[src/rtl/cfl_pkg.sv]
// package: register map, field positions and mode codes of the CAN filter/irq/low-power block
package cfl_pkg;
  localparam int ADDR_W = 5;
  localparam logic [ADDR_W-1:0] OFF_MODULE_CTRL0 = 5'h00;
  localparam logic [ADDR_W-1:0] OFF_MODULE_CTRL1 = 5'h01;
  localparam logic [ADDR_W-1:0] OFF_BIT_TIMING0  = 5'h02;
  localparam logic [ADDR_W-1:0] OFF_BIT_TIMING1  = 5'h03;
  localparam logic [ADDR_W-1:0] OFF_RX_FLAG      = 5'h04;
  localparam logic [ADDR_W-1:0] OFF_RX_IRQ_EN    = 5'h05;
  localparam logic [ADDR_W-1:0] OFF_TX_FLAG      = 5'h06;
  localparam logic [ADDR_W-1:0] OFF_TX_CTRL      = 5'h07;
  localparam logic [ADDR_W-1:0] OFF_ID_ACC_CTRL  = 5'h08;
  localparam logic [ADDR_W-1:0] OFF_ERR_COUNT    = 5'h09;
  localparam logic [ADDR_W-1:0] OFF_ACC_CODE0    = 5'h10;
  localparam logic [ADDR_W-1:0] OFF_ACC_MASK0    = 5'h18;
  // module_ctrl0 bits
  localparam int MC0_SOFT_RESET = 0;
  localparam int MC0_SLEEP_REQ  = 1;
  localparam int MC0_SLEEP_ACK  = 4;
  localparam int MC0_STOP_WAIT  = 5;
  localparam logic [7:0] MC0_RESET = 8'h01;
  // rx flag bits: wake, rx warn, tx warn, rx passive, tx passive, busoff, overrun, rx full
  localparam int RF_WAKE = 7;
  localparam int RF_RWRN = 6;
  localparam int RF_TWRN = 5;
  localparam int RF_RPAS = 4;
  localparam int RF_TPAS = 3;
  localparam int RF_BOFF = 2;
  localparam int RF_OVR  = 1;
  localparam int RF_RXF  = 0;
  localparam logic [7:0] ERR_MASK = 8'h7e;
  localparam logic [2:0] TXE_RESET = 3'h7;
  // acceptance ctrl fields
  localparam int AC_MODE_LSB = 4;
  localparam int AC_HIT_W    = 3;
  localparam logic [8:0] WARN_LIMIT    = 9'h060;
  localparam logic [8:0] PASSIVE_LIMIT = 9'h07f;
  localparam logic [8:0] BUSOFF_LIMIT  = 9'h0ff;
  typedef enum logic [1:0] {FM_TWO, FM_FOUR, FM_EIGHT, FM_CLOSED} cfl_fmode_t;
  typedef enum logic [1:0] {MD_NORMAL, MD_SLEEP, MD_SOFTRST, MD_PWRDN} cfl_pmode_t;
endpackage

[src/rtl/cfl_ctrl.sv]
// CAN acceptance filter, interrupt flags, config lock and low-power mode logic
//
// Operation
// - masked compare of received identifier bits against programmed acceptance code bits
// - on acceptance set receive-full flag and load the three-bit hit index
// - with several matches, the lowest-numbered filter is reported
// - two-filter mode: each 32-bit bank one filter, hits 0 and 1
// - four-filter mode: each 16-bit half bank one filter, hits 0 to 3
// - eight-filter mode: each byte matches first 8 id bits, hits 0 to 7
// - closed mode never loads foreground buffer nor sets receive-full
// - four interrupt outputs from eleven flags, each with its own enable
// - transmit interrupt when any enabled transmit-empty flag is set
// - receive interrupt right after end of frame of accepted loaded message
// - warning flags set when an error counter reaches 96
// - passive flags set when an error counter exceeds 127
// - bus-off flag set when transmit error counter exceeds 255
// - each interrupt stays asserted while any enabled flag stays set
// - flags clear only by writing one, not while the cause persists
// - error counters cannot be altered by any register access
// - config, timing and filter writes ignored unless soft reset set
// - transmit pin held recessive in every low-power mode
// - sleep/soft-reset gate engine clock; power-down stops all clocks
// - power-down from stop or wait+stop-in-wait; else sleep/soft-reset/normal
// - wake interrupt on bus activity in sleep when sleep-ack and enable set
// - overrun flagged and message dropped when both receive buffers full
// - sleep acknowledge held set while in sleep mode
// - no register accessible in power-down mode
//
// Decided for this implementation: register access over Avalon-MM and the address map.
`timescale 1ns/10ps
module cfl_ctrl #(
  parameter int ERR_W = 9                                  // error counter width
) (
  input  wire logic                       clk,             // 40 MHz controller clock
  input  wire logic                       rst_n,           // async reset, low
  input  wire logic [cfl_pkg::ADDR_W-1:0] avsAddress,      // word address
  input  wire logic                       avsRead,         // read request
  input  wire logic                       avsWrite,        // write request
  input  wire logic [31:0]                avsWriteData,    // write data, low byte used
  input  wire logic [3:0]                 avsByteEnable,   // byte lane 0 gates write
  output logic      [31:0]                avsReadData,     // read data
  output logic                            avsWaitRequest,  // stall until answer
  input  wire logic [31:0]                rxIdBits,        // received id/ctrl bits, bank layout
  input  wire logic                       rxFrameDone,     // pulse after end of frame
  input  wire logic                       rxOwnFrame,      // own frame, not loop-back
  input  wire logic                       bgBufFull,       // background buffer holds a message
  input  wire logic [ERR_W-1:0]           rxErrCount,      // receive error counter
  input  wire logic [ERR_W-1:0]           txErrCount,      // transmit error counter
  input  wire logic                       busActivity,     // bus activity seen
  input  wire logic                       sleepGranted,    // engine reached sleep
  input  wire logic [2:0]                 txEmptySet,      // engine releases tx buffers
  input  wire logic                       cpuStop,         // cpu in stop
  input  wire logic                       cpuWait,         // cpu in wait
  input  wire logic                       engineTx,        // engine transmit bit
  output logic                            canTxPin,        // bus pin, 1 recessive
  output logic                            engineClkEn,     // engine clock enable
  output logic                            regClkEn,        // register clock enable
  output logic                            fgLoad,          // copy background to foreground
  output logic                            wakeIrq,         // wake-up interrupt
  output logic                            errIrq,          // error interrupt
  output logic                            rxIrq,           // receive interrupt
  output logic                            txIrq            // transmit interrupt
);
  import cfl_pkg::*;

  if (ERR_W < 9) begin
    $error("ERR_W must hold 256");
  end

  logic [7:0] ctrl0Reg, ctrl0Next, ctrl1Reg, ctrl1Next;
  logic [7:0] timing0Reg, timing0Next, timing1Reg, timing1Next;
  logic [7:0] rxFlagReg, rxFlagNext, rxIenReg, rxIenNext;
  logic [2:0] txFlagReg, txFlagNext, txIenReg, txIenNext;
  logic [1:0] filtModeReg, filtModeNext;
  logic [AC_HIT_W-1:0] hitReg, hitNext;
  logic [7:0] codeReg [8], codeNext [8], maskReg [8], maskNext [8];
  logic [31:0] rdDataReg, rdDataNext;
  logic        ackReg, ackNext, waitReg, waitNext;
  logic        wakeIrqReg, errIrqReg, rxIrqReg, txIrqReg;
  logic        irqWakeNext, irqErrNext, irqRxNext, irqTxNext;
  logic        txPinReg, txPinNext, engClkReg, engClkNext, regClkReg, regClkNext;
  logic        fgLoadReg, fgLoadNext;
  cfl_pmode_t  pmode;

  // masked byte compare: mask one means don't care
  function automatic logic byteMatch(input logic [7:0] id, input logic [7:0] code,
                                     input logic [7:0] mask);
    return ((id ^ code) & ~mask) == 8'h00;
  endfunction

  always_comb begin
    if (cpuStop || (cpuWait && ctrl0Reg[MC0_STOP_WAIT]))
      pmode = MD_PWRDN;
    else if (ctrl0Reg[MC0_SLEEP_ACK] && !ctrl0Reg[MC0_SOFT_RESET])
      pmode = MD_SLEEP;
    else if (ctrl0Reg[MC0_SOFT_RESET])
      pmode = MD_SOFTRST;
    else
      pmode = MD_NORMAL;
  end

  // filter evaluation
  logic [7:0] byteHit;
  logic [3:0] halfHit;
  logic [1:0] bankHit;
  logic       anyHit;
  logic [AC_HIT_W-1:0] hitIdx;
  always_comb begin
    // masked compare per byte, banks share the same id layout
    for (int b = 0; b < 8; b++) begin
      byteHit[b] = byteMatch(rxIdBits[31-8*(b%4) -: 8], codeReg[b], maskReg[b]);
    end
    // every 16-bit filter looks at the leading 16 id bits
    for (int h = 0; h < 4; h++) begin
      halfHit[h] = byteMatch(rxIdBits[31:24], codeReg[2*h], maskReg[2*h])
                   && byteMatch(rxIdBits[23:16], codeReg[2*h+1], maskReg[2*h+1]);
    end
    for (int k = 0; k < 2; k++) begin
      bankHit[k] = &byteHit[4*k +: 4];
    end
    anyHit = 1'b0;
    hitIdx = '0;
    // lowest filter wins: scan downward so the last hit kept is lowest
    unique case (cfl_fmode_t'(filtModeReg))
      FM_TWO: begin
        for (int i = 1; i >= 0; i--) if (bankHit[i]) begin
          anyHit = 1'b1;
          hitIdx = AC_HIT_W'(i);
        end
      end
      FM_FOUR: begin
        for (int i = 3; i >= 0; i--) if (halfHit[i]) begin
          anyHit = 1'b1;
          hitIdx = AC_HIT_W'(i);
        end
      end
      FM_EIGHT: begin
        // 8-bit filters, first id byte only
        for (int i = 7; i >= 0; i--) begin
          if (byteMatch(rxIdBits[31:24], codeReg[i], maskReg[i])) begin
            anyHit = 1'b1;
            hitIdx = AC_HIT_W'(i);
          end
        end
      end
      FM_CLOSED: begin
        anyHit = 1'b0;
      end
    endcase
  end

  // bus access decode; power-down stalls every access
  logic busReq, wrEn, locked;
  always_comb begin
    busReq = (avsRead || avsWrite) && !ackReg && pmode != MD_PWRDN;
    wrEn   = busReq && avsWrite && avsByteEnable[0];
    locked = !ctrl0Reg[MC0_SOFT_RESET];
  end

  logic [7:0] wd;
  logic       accepted;
  always_comb begin
    wd = avsWriteData[7:0];
    ctrl0Next = ctrl0Reg;
    ctrl1Next = ctrl1Reg;
    timing0Next = timing0Reg;
    timing1Next = timing1Reg;
    rxIenNext = rxIenReg;
    txIenNext = txIenReg;
    filtModeNext = filtModeReg;
    hitNext = hitReg;
    codeNext = codeReg;
    maskNext = maskReg;
    rxFlagNext = rxFlagReg;
    txFlagNext = txFlagReg;
    fgLoadNext = 1'b0;
    if (wrEn) begin
      unique case (avsAddress)
        OFF_MODULE_CTRL0: begin
          ctrl0Next[MC0_SOFT_RESET] = wd[MC0_SOFT_RESET];
          ctrl0Next[MC0_SLEEP_REQ]  = wd[MC0_SLEEP_REQ];
          ctrl0Next[MC0_STOP_WAIT]  = wd[MC0_STOP_WAIT];
        end
        OFF_MODULE_CTRL1: if (!locked) ctrl1Next = wd;
        OFF_BIT_TIMING0:  if (!locked) timing0Next = wd;
        OFF_BIT_TIMING1:  if (!locked) timing1Next = wd;
        // mode field locked unless soft reset set
        OFF_ID_ACC_CTRL:  if (!locked) filtModeNext = wd[AC_MODE_LSB +: 2];
        OFF_RX_IRQ_EN:    rxIenNext = wd;
        OFF_TX_CTRL:      txIenNext = wd[2:0];
        OFF_RX_FLAG: rxFlagNext = rxFlagReg & ~wd;
        OFF_TX_FLAG: txFlagNext = txFlagReg & ~wd[2:0];
        default: begin
          if (!locked && avsAddress[4]) begin
            if (avsAddress[3]) maskNext[avsAddress[2:0]] = wd;
            else codeNext[avsAddress[2:0]] = wd;
          end
        end
      endcase
    end
    // sleep acknowledge follows the engine while requested
    ctrl0Next[MC0_SLEEP_ACK] = ctrl0Next[MC0_SLEEP_REQ] && sleepGranted
                               && !ctrl0Next[MC0_SOFT_RESET];
    // level conditions re-set the flag each cycle they hold
    if (rxErrCount >= ERR_W'(WARN_LIMIT) || txErrCount >= ERR_W'(WARN_LIMIT)) begin
      if (rxErrCount >= ERR_W'(WARN_LIMIT)) rxFlagNext[RF_RWRN] = 1'b1;
      if (txErrCount >= ERR_W'(WARN_LIMIT)) rxFlagNext[RF_TWRN] = 1'b1;
    end
    if (rxErrCount > ERR_W'(PASSIVE_LIMIT)) rxFlagNext[RF_RPAS] = 1'b1;
    if (txErrCount > ERR_W'(PASSIVE_LIMIT)) rxFlagNext[RF_TPAS] = 1'b1;
    if (txErrCount > ERR_W'(BUSOFF_LIMIT)) rxFlagNext[RF_BOFF] = 1'b1;
    // wake flag only in sleep with enable
    if (pmode == MD_SLEEP && busActivity && rxIenReg[RF_WAKE])
      rxFlagNext[RF_WAKE] = 1'b1;
    accepted = rxFrameDone && !rxOwnFrame && anyHit && pmode == MD_NORMAL;
    if (accepted) begin
      if (!rxFlagReg[RF_RXF]) begin
        // load foreground, set full and hit index
        rxFlagNext[RF_RXF] = 1'b1;
        hitNext = hitIdx;
        fgLoadNext = 1'b1;
      end else if (bgBufFull) begin
        // both buffers busy: overrun, message dropped
        rxFlagNext[RF_OVR] = 1'b1;
      end
    end
    // engine returns tx buffers; set wins over clear
    txFlagNext = txFlagNext | txEmptySet;
  end

  always_comb begin
    rdDataNext = rdDataReg;
    ackNext = busReq;
    waitNext = !busReq;
    if (busReq && avsRead) begin
      rdDataNext = 32'h0000_0000;
      unique case (avsAddress)
        OFF_MODULE_CTRL0: rdDataNext[7:0] = ctrl0Reg;
        OFF_MODULE_CTRL1: rdDataNext[7:0] = ctrl1Reg;
        OFF_BIT_TIMING0:  rdDataNext[7:0] = timing0Reg;
        OFF_BIT_TIMING1:  rdDataNext[7:0] = timing1Reg;
        OFF_RX_FLAG:      rdDataNext[7:0] = rxFlagReg;
        OFF_RX_IRQ_EN:    rdDataNext[7:0] = rxIenReg;
        OFF_TX_FLAG:      rdDataNext[2:0] = txFlagReg;
        OFF_TX_CTRL:      rdDataNext[2:0] = txIenReg;
        OFF_ID_ACC_CTRL:  rdDataNext[7:0] = {2'h0, filtModeReg, 1'b0, hitReg};
        OFF_ERR_COUNT:    rdDataNext = {7'h00, txErrCount[8:0], 7'h00, rxErrCount[8:0]};
        default: begin
          if (avsAddress[4]) rdDataNext[7:0] = avsAddress[3] ? maskReg[avsAddress[2:0]]
                                                             : codeReg[avsAddress[2:0]];
        end
      endcase
    end
  end

  always_comb begin
    // four outputs, each a level of its enabled flags
    irqWakeNext = rxFlagNext[RF_WAKE] && rxIenReg[RF_WAKE];
    irqErrNext  = |(rxFlagNext & rxIenReg & ERR_MASK);
    irqRxNext   = rxFlagNext[RF_RXF] && rxIenReg[RF_RXF];
    irqTxNext   = |(txFlagNext & txIenReg);
    txPinNext   = (pmode == MD_NORMAL) ? engineTx : 1'b1;
    engClkNext  = pmode == MD_NORMAL;
    regClkNext  = pmode != MD_PWRDN;
  end

  always_ff @(posedge clk or negedge rst_n) begin
    if (!rst_n) begin
      ctrl0Reg <= MC0_RESET;
      ctrl1Reg <= 8'h00;
      timing0Reg <= 8'h00;
      timing1Reg <= 8'h00;
      rxFlagReg <= 8'h00;
      rxIenReg <= 8'h00;
      txFlagReg <= TXE_RESET;
      txIenReg <= 3'h0;
      filtModeReg <= 2'h0;
      hitReg <= '0;
      for (int i = 0; i < 8; i++) begin
        codeReg[i] <= 8'h00;
        maskReg[i] <= 8'h00;
      end
      rdDataReg <= 32'h0000_0000;
      ackReg <= 1'b0;
      waitReg <= 1'b1;
      wakeIrqReg <= 1'b0;
      errIrqReg <= 1'b0;
      rxIrqReg <= 1'b0;
      txIrqReg <= 1'b0;
      txPinReg <= 1'b1;
      engClkReg <= 1'b0;
      regClkReg <= 1'b1;
      fgLoadReg <= 1'b0;
    end else begin
      ctrl0Reg <= ctrl0Next;
      ctrl1Reg <= ctrl1Next;
      timing0Reg <= timing0Next;
      timing1Reg <= timing1Next;
      rxFlagReg <= rxFlagNext;
      rxIenReg <= rxIenNext;
      txFlagReg <= txFlagNext;
      txIenReg <= txIenNext;
      filtModeReg <= filtModeNext;
      hitReg <= hitNext;
      codeReg <= codeNext;
      maskReg <= maskNext;
      rdDataReg <= rdDataNext;
      ackReg <= ackNext;
      waitReg <= waitNext;
      wakeIrqReg <= irqWakeNext;
      errIrqReg <= irqErrNext;
      rxIrqReg <= irqRxNext;
      txIrqReg <= irqTxNext;
      txPinReg <= txPinNext;
      engClkReg <= engClkNext;
      regClkReg <= regClkNext;
      fgLoadReg <= fgLoadNext;
    end
  end

  // waitrequest low exactly in the answer cycle
  assign avsWaitRequest = waitReg;
  assign avsReadData = rdDataReg;
  assign canTxPin = txPinReg;
  assign engineClkEn = engClkReg;
  assign regClkEn = regClkReg;
  assign fgLoad = fgLoadReg;
  assign wakeIrq = wakeIrqReg;
  assign errIrq = errIrqReg;
  assign rxIrq = rxIrqReg;
  assign txIrq = txIrqReg;
endmodule

[config.mk]
export PLATFORM = sky130hd
export DESIGN_NAME = cfl_ctrl
export DESIGN_NICKNAME = d
export VERILOG_FILES = /design/src/rtl/cfl_pkg.sv /design/src/rtl/cfl_ctrl.sv
export SDC_FILE = /design/constraint.sdc
export NUM_CORES = 1
export LEC_CHECK = 0
export ABC_AREA = 1
export BUFFER_PORTS_ARGS = -buffer_cell sky130_fd_sc_hd__buf_4
export CELL_PAD_IN_SITES_DETAIL_PLACEMENT = 1
export CELL_PAD_IN_SITES_GLOBAL_PLACEMENT = 1
export CORE_ASPECT_RATIO = 0.8
export CORE_UTILIZATION = 25
export CTS_CLUSTER_DIAMETER = 80
export DETAILED_ROUTE_END_ITERATION = 16
export HOLD_SLACK_MARGIN = 0.1
export PLACE_DENSITY_LB_ADDON = 0.1
export SKIP_LAST_GASP = 1
export SLEW_MARGIN = 5
export SYNTH_ARGS = -nofsm -noshare
export SYNTH_HDL_FRONTEND = slang
export SYNTH_SLANG_ARGS = --single-unit
[constraint.sdc]
create_clock -name clk -period 3.9 [get_ports clk]
set_input_delay 0.39 -clock clk [delete_from_list [all_inputs] [get_ports clk]]
set_output_delay 0.39 -clock clk [all_outputs]
set_load 0.03 [all_outputs]
# Yosys cells after proc, flatten, opt, wreduce, memory -nomap -nowiden
# Index checks and enable logic that the tools add are counted.
[classes]
n_lt_le_gt_ge = 7
n_bitwise = 51
n_reduce_logical = 65
muxes = 68
n_eq_ne = 14
[ops]
columns = ["op", "count"]
rows = [
  ["bitwise AND 8 bit", 17],
  ["bitwise mux 64 bit", 2],
  ["logical NOT 8 bit", 16],
  ["bitwise XOR 8 bit", 16],
  ["two-way mux 8 bit", 9],
  ["NOT 8 bit", 9],
  ["binary-select mux 8 bit (select 3 bit)", 2],
  ["one-hot mux 5 bit (9 select lines)", 1],
  ["two-way mux 3 bit", 14],
  ["one-hot mux 3 bit (10 select lines)", 1],
  ["two-way mux 1 bit", 27],
  ["demux 8 bit (select 3 bit)", 1],
  ["logical AND 1 bit", 22],
  ["equality test 5 x 3 -> 1 bit (second input constant)", 4],
  [">= comparator 9 x 7 -> 1 bit (second input constant)", 2],
  ["greater-than comparator 9 x 7 -> 1 bit (second input constant)", 2],
  ["two-way mux 17 bit", 1],
  ["two-way mux 2 bit", 8],
  ["AND reduction 4 bit", 4],
  ["AND reduction 3 bit", 4],
  ["equality test 5 x 2 -> 1 bit (second input constant)", 2],
  ["equality test 5 x 4 -> 1 bit (second input constant)", 2],
  ["greater-than comparator 9 x 8 -> 1 bit (second input constant)", 1],
  ["one-hot mux 3 bit (3 select lines)", 1],
  ["other kinds (22)", 37],
]
[word_totals]
ff_bits = 225
word_cells = 243
out_inout_bits = 41
in_bits = 106

# Depth between registers and ports, before layout
[depth]
word_depth = 17
depth_mapped = 17
ltp_nobuf = 16

# Worst setup path before layout
# Ideal clock, no wire load.
[synth_timing]
path_kind = "reg-to-reg"
startpoint = "reg ctrl0Reg[5]"
endpoint = "reg codeReg[54] (netlist bit)"
synth_period_minus_slack_ps = 1935
t_arrival_ps = 1804
setup_ps = 131
path_slack_ps = 1965
required_ps = 3769
path_stages_with_launch = 11
n_path_buf = 1
path_cell_list = "dfrtp_1 -> a21o_1 -> nor3_4 -> nand3_4 -> nor2_4 -> nand2_4 -> nor2_8 -> nand2_4 -> buf_6 -> nand2_1 -> o21ai_2"
[synth_between]
elab_chain_len = 8
[synth_rtl]
columns = ["element", "line_no", "rtl"]
rows = [
  ["start, declared", "cfl_ctrl.sv:70", "logic [7:0] ctrl0Reg, ctrl0Next, ctrl1Reg, ctrl1Next;"],
  ["start signal, assigned", "cfl_ctrl.sv:295", "ctrl0Reg <= ctrl0Next;"],
  ["logical AND 1 bit", "cfl_ctrl.sv:92", "if (cpuStop || (cpuWait && ctrl0Reg[MC0_STOP_WAIT]))"],
  ["logical OR 1 bit", "cfl_ctrl.sv:92", ""],
  ["two-way mux 2 bit", "cfl_ctrl.sv:92", ""],
  ["!= test 2 bit", "cfl_ctrl.sv:155", "busReq = (avsRead || avsWrite) && !ackReg && pmode != MD_PWRDN;"],
  ["logical AND 1 bit", "cfl_ctrl.sv:155", ""],
  ["net ackNext", "cfl_ctrl.sv:78", "logic ackReg, ackNext, waitReg, waitNext;"],
  ["logical AND 1 bit (2 in series)", "cfl_ctrl.sv:156", "wrEn = busReq && avsWrite && avsByteEnable[0];"],
  ["AND reduction 4 bit (no source line)", "n/a", ""],
  ["end signal, assigned", "cfl_ctrl.sv:305", "codeReg <= codeNext;"],
  ["end, declared", "cfl_ctrl.sv:76", "logic [7:0] codeReg [8], codeNext [8], maskReg [8], maskNext [8];"],
]
# The timed path passes the listed nets, and every way through them passes these cells.
# A chain may end at the register's enable or synchronous reset.

# Worst setup path after layout
[layout_timing]
startpoint = "reg codeReg[36] (netlist bit)"
endpoint = "reg hitReg[0]"
[layout_between]
elab_chain_len = 11
word_cells_on_any_way = 30
classes_between = "16 x mux; 6 x bitwise; 8 x reduce/logical"
[layout_rtl]
columns = ["element", "line_no", "rtl"]
rows = [
  ["bitwise XOR 8 bit", "cfl_ctrl.sv:88", "return ((id ^ code) & ~mask) == 8'h00;"],
  ["bitwise AND 8 bit", "cfl_ctrl.sv:88", ""],
  ["logical NOT 8 bit", "cfl_ctrl.sv:88", ""],
  ["two-way mux 1 bit (4 in series)", "cfl_ctrl.sv:140", "if (byteMatch(rxIdBits[31:24], codeReg[i], maskReg[i])) begin"],
  ["one-hot mux 1 bit (4 select lines)", "cfl_ctrl.sv:124", "unique case (cfl_fmode_t'(filtModeReg))"],
  ["logical AND 1 bit (2 in series)", "cfl_ctrl.sv:215", "accepted = rxFrameDone && !rxOwnFrame && anyHit && pmode == MD_NORMAL;"],
  ["AND reduction 2 bit (no source line)", "n/a", ""],
  ["end signal, assigned", "cfl_ctrl.sv:304", "hitReg <= hitNext;"],
  ["end, declared", "cfl_ctrl.sv:75", "logic [AC_HIT_W-1:0] hitReg, hitNext;"],
]
# Several ways; a longest one is shown, not always the timed one.

==> results by stage <==
Critical path:
- STA classifies the critical path startpoint as a flip-flop.
- In this run the register-to-register setup slack is 1410 ps.
- The nature of the critical path endpoint is a flip-flop.
- The delay of the slowest critical-path stage is 440 ps.
- The cell with the most instances on the worst path is sky130_fd_sc_hd__nand2_1.
- The cell with the biggest individual delay on the critical path is sky130_fd_sc_hd__dfrtp_1.
- STA puts the critical path data required time at 4400 ps.
- The type of the worst setup path is flip-flop to flip-flop.
- The critical path goes through inv_1 > nand2_1 > nand3_1 > o21ai_0 > nor2_1 > nand2_1 > nor2_1 > nand2_1 > nand3_1 > nand2_1 > inv_1 > nand3_1 > inv_1 > nand2_1 > nand2_1.
- The critical path contains buffers and inverters numbering 3 combined.
- The highest fanout seen on the critical path is 7.
- The kind of cell adding the most delay to the critical path is simple AND/OR/NAND/NOR gates.
- At the worst endpoint, the arrival time is 2980 ps.

Clocking:
- The H-tree depth reported by CTS is 1.
- Buffers inserted during clock tree synthesis total 27.
- In this run the post-CTS setup repair buffer count came out at 0.
- The clock passes through at most 3 buffers.
- The post-CTS clock slew at the launch and capture registers of the worst setup and hold paths is 60 ps.
- The TritonCTS clock tree is built.
- The number of buffers inserted for hold repair after clock tree synthesis is 16.
- The clock insertion delay at the later pin of the skew report is 570 ps.
- The tree built by TritonCTS fans out to 211 sinks.
- Once the clock tree was built, the resizer swapped 0 gates to a different size.
- CTS placed an instance of sky130_fd_sc_hd__clkbuf_16 at the clock tree root.

Route:
- The first-pass iteration count of the detailed router is 5.
- Dividing the detail-routed wire length by the instance count gives 23.8 um.
- In the routed design, unresolved DRC markers number 0.
- Summed over all layers, the routed wires come to 58,900 um.
- In the routed layout, each cell is associated on average with a via count of 4.91.
- In this run, the number of DRC markers left after iteration 0 of detailed routing was 958.
- Across all layers, the routed design uses 12,128 vias.
- The number of routed nets with antenna violations is 0.

Finish:
- Relative to the synthesized area, the layout overhead comes to 18.9%.
- The final non-filler cell total is 2,471.
- In the final layout, the multi-input gates occupy 5820 sq um.
- The number of nets in the finished design is 1,930.
- Of the cells placed in the final design, the portion with a size suffix greater than 1 is 0.125.
- Registers take 5290 sq um.
- The count of antenna diodes in the layout is 0.
- The filler cells instantiated in the layout total 5,948.

Global routing:
- The first global-routing pass estimated 85,900 um of wire.
- The number of global-route vias before repair is 12,128.
- The initial antenna violation count came to 1.
- The overall overflow remaining after global route is 0.
- Entering global routing, the biggest net connects 77 pins.
- The total global-route track usage is 0.236.

Place:
- Counting tap cells, the placed design contains a total of 2,408 instances.
- The global placement routability congestion is 0.935.
- Input and output buffers added on the ports amount to 105.
- Timing analysis after detailed placement gives a worst setup slack of 1080 ps.
- The estimated wirelength of the detail-placed design is 44,700 um.

STA:
- Measured against its own limit, the worst slew margin works out to 0.492.
- Setup repair after global routing left no endpoint under its margin.
- For this run, the top clock speed supported by timing is 402 MHz.
- The final hold violation count is 0.
- The worst path meets setup with 1410 ps of slack.
- The worst clock skew is 13.6 ps.
- At the pin with the least slew margin, the transition time is 757 ps.
- The final setup TNS is 0 ps.
- The worst hold margin is 121 ps.
- The total of endpoints with negative setup slack in the final report is 0.
- The minimum clock period after layout is 2490 ps.
- The count of pins over their slew limit is 0.
- In the finished design, the share of the clock period the worst path needs comes to 0.637.

Synthesis:
- The total standard cell area after synthesis is 12,300 sq um.
- Counting flops and latches in the post-synthesis netlist gives 211.
- The synthesis warning total is 0.
- The sequential cell area fraction in the yosys report is 0.430.
- The distinct cell type count of the synthesized netlist is 42.
- The async set or reset register ratio after synthesis is 1.00.
- In the synthesized netlist, the number of instances is 1,720.
- In the synthesized netlist the dominant register cell turns out to be sky130_fd_sc_hd__dfrtp_1.
- Yosys mapped a number of flops with a built-in enable equal to 0.
- After synthesis, the mean cell area works out to 7.15 sq um.

Floorplan:
- The placeable core region is 48,500 sq um.
- The number of cell rows is 72.
- Measured along the y axis, the die boundary spans 200 um.
- The initial utilization of the core area, before any placement, comes to 0.254.
- Pin placement for this block handled 147 I/O pins.
- The die covers 50,100 sq um.
- The horizontal die dimension is 250 um.

Power:
- The switching power share of the total is 0.282.
- The total design power is 5.45 mW.
- The sequential fraction of design power is 0.415.
- The power per cell area is 372 nW/um^2.
- The analysis attributes to cell leakage a power of 7.05 nW.
- The highest ir drop seen on vdd is 0.000233 V.
- The total internal power is 3.91 mW.
- The switching power total is 1.54 mW.
- The share of total power in the clock network is 0.467.
- The combinational share of power is 0.118.

Flow run:
- The number of max-capacitance violations reported is 0.

Worst hold path:
- The type of the most critical hold path is input pin to flip-flop.

Outcome:
- The run finished with clean final reports.
[tightest hold or removal path, delay by kind of cell]
kind                   cells  cell delay, ps
AO/OA/AOI/OAI              1              80
buffers and inverters      1             110
AND/OR/NAND/NOR            1              50
[synthesized netlist by cell type, types with 3 or more instances]
| cell | n | area share |
|---|---|---|
| sky130_fd_sc_hd__o21bai_1 | 3 | 0.0018 |
| sky130_fd_sc_hd__nand2_1 | 642 | 0.20 |
| sky130_fd_sc_hd__clkinv_1 | 4 | 0.0012 |
| sky130_fd_sc_hd__buf_6 | 19 | 0.017 |
| sky130_fd_sc_hd__buf_4 | 14 | 0.0085 |
| sky130_fd_sc_hd__nand3_1 | 135 | 0.055 |
| sky130_fd_sc_hd__nor4_1 | 4 | 0.0020 |
| sky130_fd_sc_hd__o2111ai_1 | 7 | 0.0050 |
| sky130_fd_sc_hd__a21oi_1 | 14 | 0.0057 |
| sky130_fd_sc_hd__o21ai_1 | 99 | 0.040 |
| sky130_fd_sc_hd__a2bb2oi_1 | 5 | 0.0036 |
| sky130_fd_sc_hd__inv_2 | 4 | 0.0012 |
| sky130_fd_sc_hd__buf_2 | 7 | 0.0028 |
| sky130_fd_sc_hd__dfstp_2 | 7 | 0.015 |
| sky130_fd_sc_hd__nand2_4 | 17 | 0.016 |
| sky130_fd_sc_hd__a22o_1 | 5 | 0.0036 |
| sky130_fd_sc_hd__inv_1 | 192 | 0.059 |
| sky130_fd_sc_hd__clkbuf_1 | 36 | 0.011 |
| sky130_fd_sc_hd__o22ai_1 | 44 | 0.022 |
| sky130_fd_sc_hd__dfrtp_1 | 204 | 0.41 |
| sky130_fd_sc_hd__o21ai_2 | 29 | 0.021 |
| sky130_fd_sc_hd__nor3_1 | 4 | 0.0016 |
| sky130_fd_sc_hd__o211ai_1 | 9 | 0.0055 |
| sky130_fd_sc_hd__o31ai_1 | 5 | 0.0031 |
| sky130_fd_sc_hd__nand3b_1 | 5 | 0.0031 |
| sky130_fd_sc_hd__a221oi_1 | 8 | 0.0057 |
| sky130_fd_sc_hd__nand4_1 | 8 | 0.0041 |
| sky130_fd_sc_hd__o21ai_0 | 88 | 0.036 |
| sky130_fd_sc_hd__nor2_1 | 84 | 0.026 |
[power by group through the flow]
stage	logic, mW	clock network (mW)	registers, mW
2_1_floorplan	0.262	0	2.34
3_5_place_dp	0.636	0	2.30
3_3_place_gp	0.633	0	2.30
5_1_grt	0.698	2.69	2.26
6_report	0.643	2.54	2.26
4_1_cts	0.650	2.63	2.26
[cell families (layout without fill, tap and decap cells)]
kind of cell | after synthesis | after routing | synth area share
AND/OR/NAND/NOR | 905 | 905 | 0.310
AO/OA/AOI/OAI | 325 | 325 | 0.158
buffers and inverters | 278 | 387 | 0.101
flip-flops | 211 | 211 | 0.430
other | 1 | 14 | 0.000305
[layout make-up]
cell class	count	share of cell area
Clock buffer	36	0.0519
Clock inverter	11	0.00787
Inverter	200	0.0513
Multi-Input combinational cell	1244	0.398
Sequential cell	211	0.362
Tap cell	629	0.0538
Timing Repair Buffer	140	0.0759
[final timing paths]
path,from,to,cells past startpoint
setup / recovery,codeReg[36]$_DFFE_PN0P_,hitReg[0]$_DFFE_PN0P_,15
setup reg to reg,codeReg[36]$_DFFE_PN0P_,hitReg[0]$_DFFE_PN0P_,15
max in group asynchronous,rst_n,avsReadData[19]$_DFFE_PN0P_,3
min in group asynchronous,rst_n,codeReg[1]$_DFFE_PN0P_,2
hold reg to reg,ackReg$_DFF_PN0_,ackReg$_DFF_PN0_,1
hold / removal,txErrCount[1],avsReadData[17]$_DFFE_PN0P_,3
[flip-flops by register name, indices dropped and copies added (netlist names)]
name            flops
codeReg            64
maskReg            64
avsReadData        18
ctrl1Reg            8
rxFlagReg           8
rxIenReg            8
timing0Reg          8
timing1Reg          8
ctrl0Reg            4
hitReg              3
txFlagReg           3
txIenReg            3
filtModeReg         2
ackReg              1
avsWaitRequest      1
canTxPin            1
engineClkEn         1
errIrq              1
fgLoad              1
regClkEn            1
rxIrq               1
txIrq               1
wakeIrq             1
[through the flow]
stage               area, sq um   util
floorplan                 12400      -
global placement          13600  0.280
detailed placement        13600  0.280
CTS                       14600  0.302
global route              14600  0.302
finish                    14600  0.302
[layout by cell type (no fill, tap or decap), types with 3 or more instances in the layout]
cell,n
sky130_fd_sc_hd__nand2_1,642
sky130_fd_sc_hd__dfrtp_1,204
sky130_fd_sc_hd__inv_1,190
sky130_fd_sc_hd__nand3_1,135
sky130_fd_sc_hd__buf_4,122
sky130_fd_sc_hd__o21ai_1,99
sky130_fd_sc_hd__o21ai_0,88
sky130_fd_sc_hd__nor2_1,84
sky130_fd_sc_hd__o22ai_1,44
sky130_fd_sc_hd__o21ai_2,29
sky130_fd_sc_hd__clkbuf_16,27
sky130_fd_sc_hd__nand2_4,17
sky130_fd_sc_hd__dlygate4sd3_1,16
sky130_fd_sc_hd__a21oi_1,14
sky130_fd_sc_hd__conb_1,14
sky130_fd_sc_hd__o211ai_1,9
sky130_fd_sc_hd__nand4_1,8
sky130_fd_sc_hd__a221oi_1,8
sky130_fd_sc_hd__o2111ai_1,7
sky130_fd_sc_hd__dfstp_2,7
sky130_fd_sc_hd__clkinv_1,6
sky130_fd_sc_hd__clkinv_2,6
sky130_fd_sc_hd__o31ai_1,5
sky130_fd_sc_hd__nand3b_1,5
sky130_fd_sc_hd__a22o_1,5
sky130_fd_sc_hd__a2bb2oi_1,5
sky130_fd_sc_hd__clkbuf_8,5
sky130_fd_sc_hd__inv_2,4
sky130_fd_sc_hd__nor4_1,4
sky130_fd_sc_hd__nor3_1,4
sky130_fd_sc_hd__clkbuf_1,4
sky130_fd_sc_hd__o21bai_1,3
[per-layer routing]
layer  wire length (um)  part of all wire  vias up  track usage
li1                   -                 -     5739            -
met1              30600              0.52     6013        0.370
met2              23200              0.39      313        0.323
met3               3700             0.063       63       0.0478
met4               1390             0.024        0       0.0550
met5                  0                 0        -            0
Note: power is estimated with default switching activity, not from simulation.
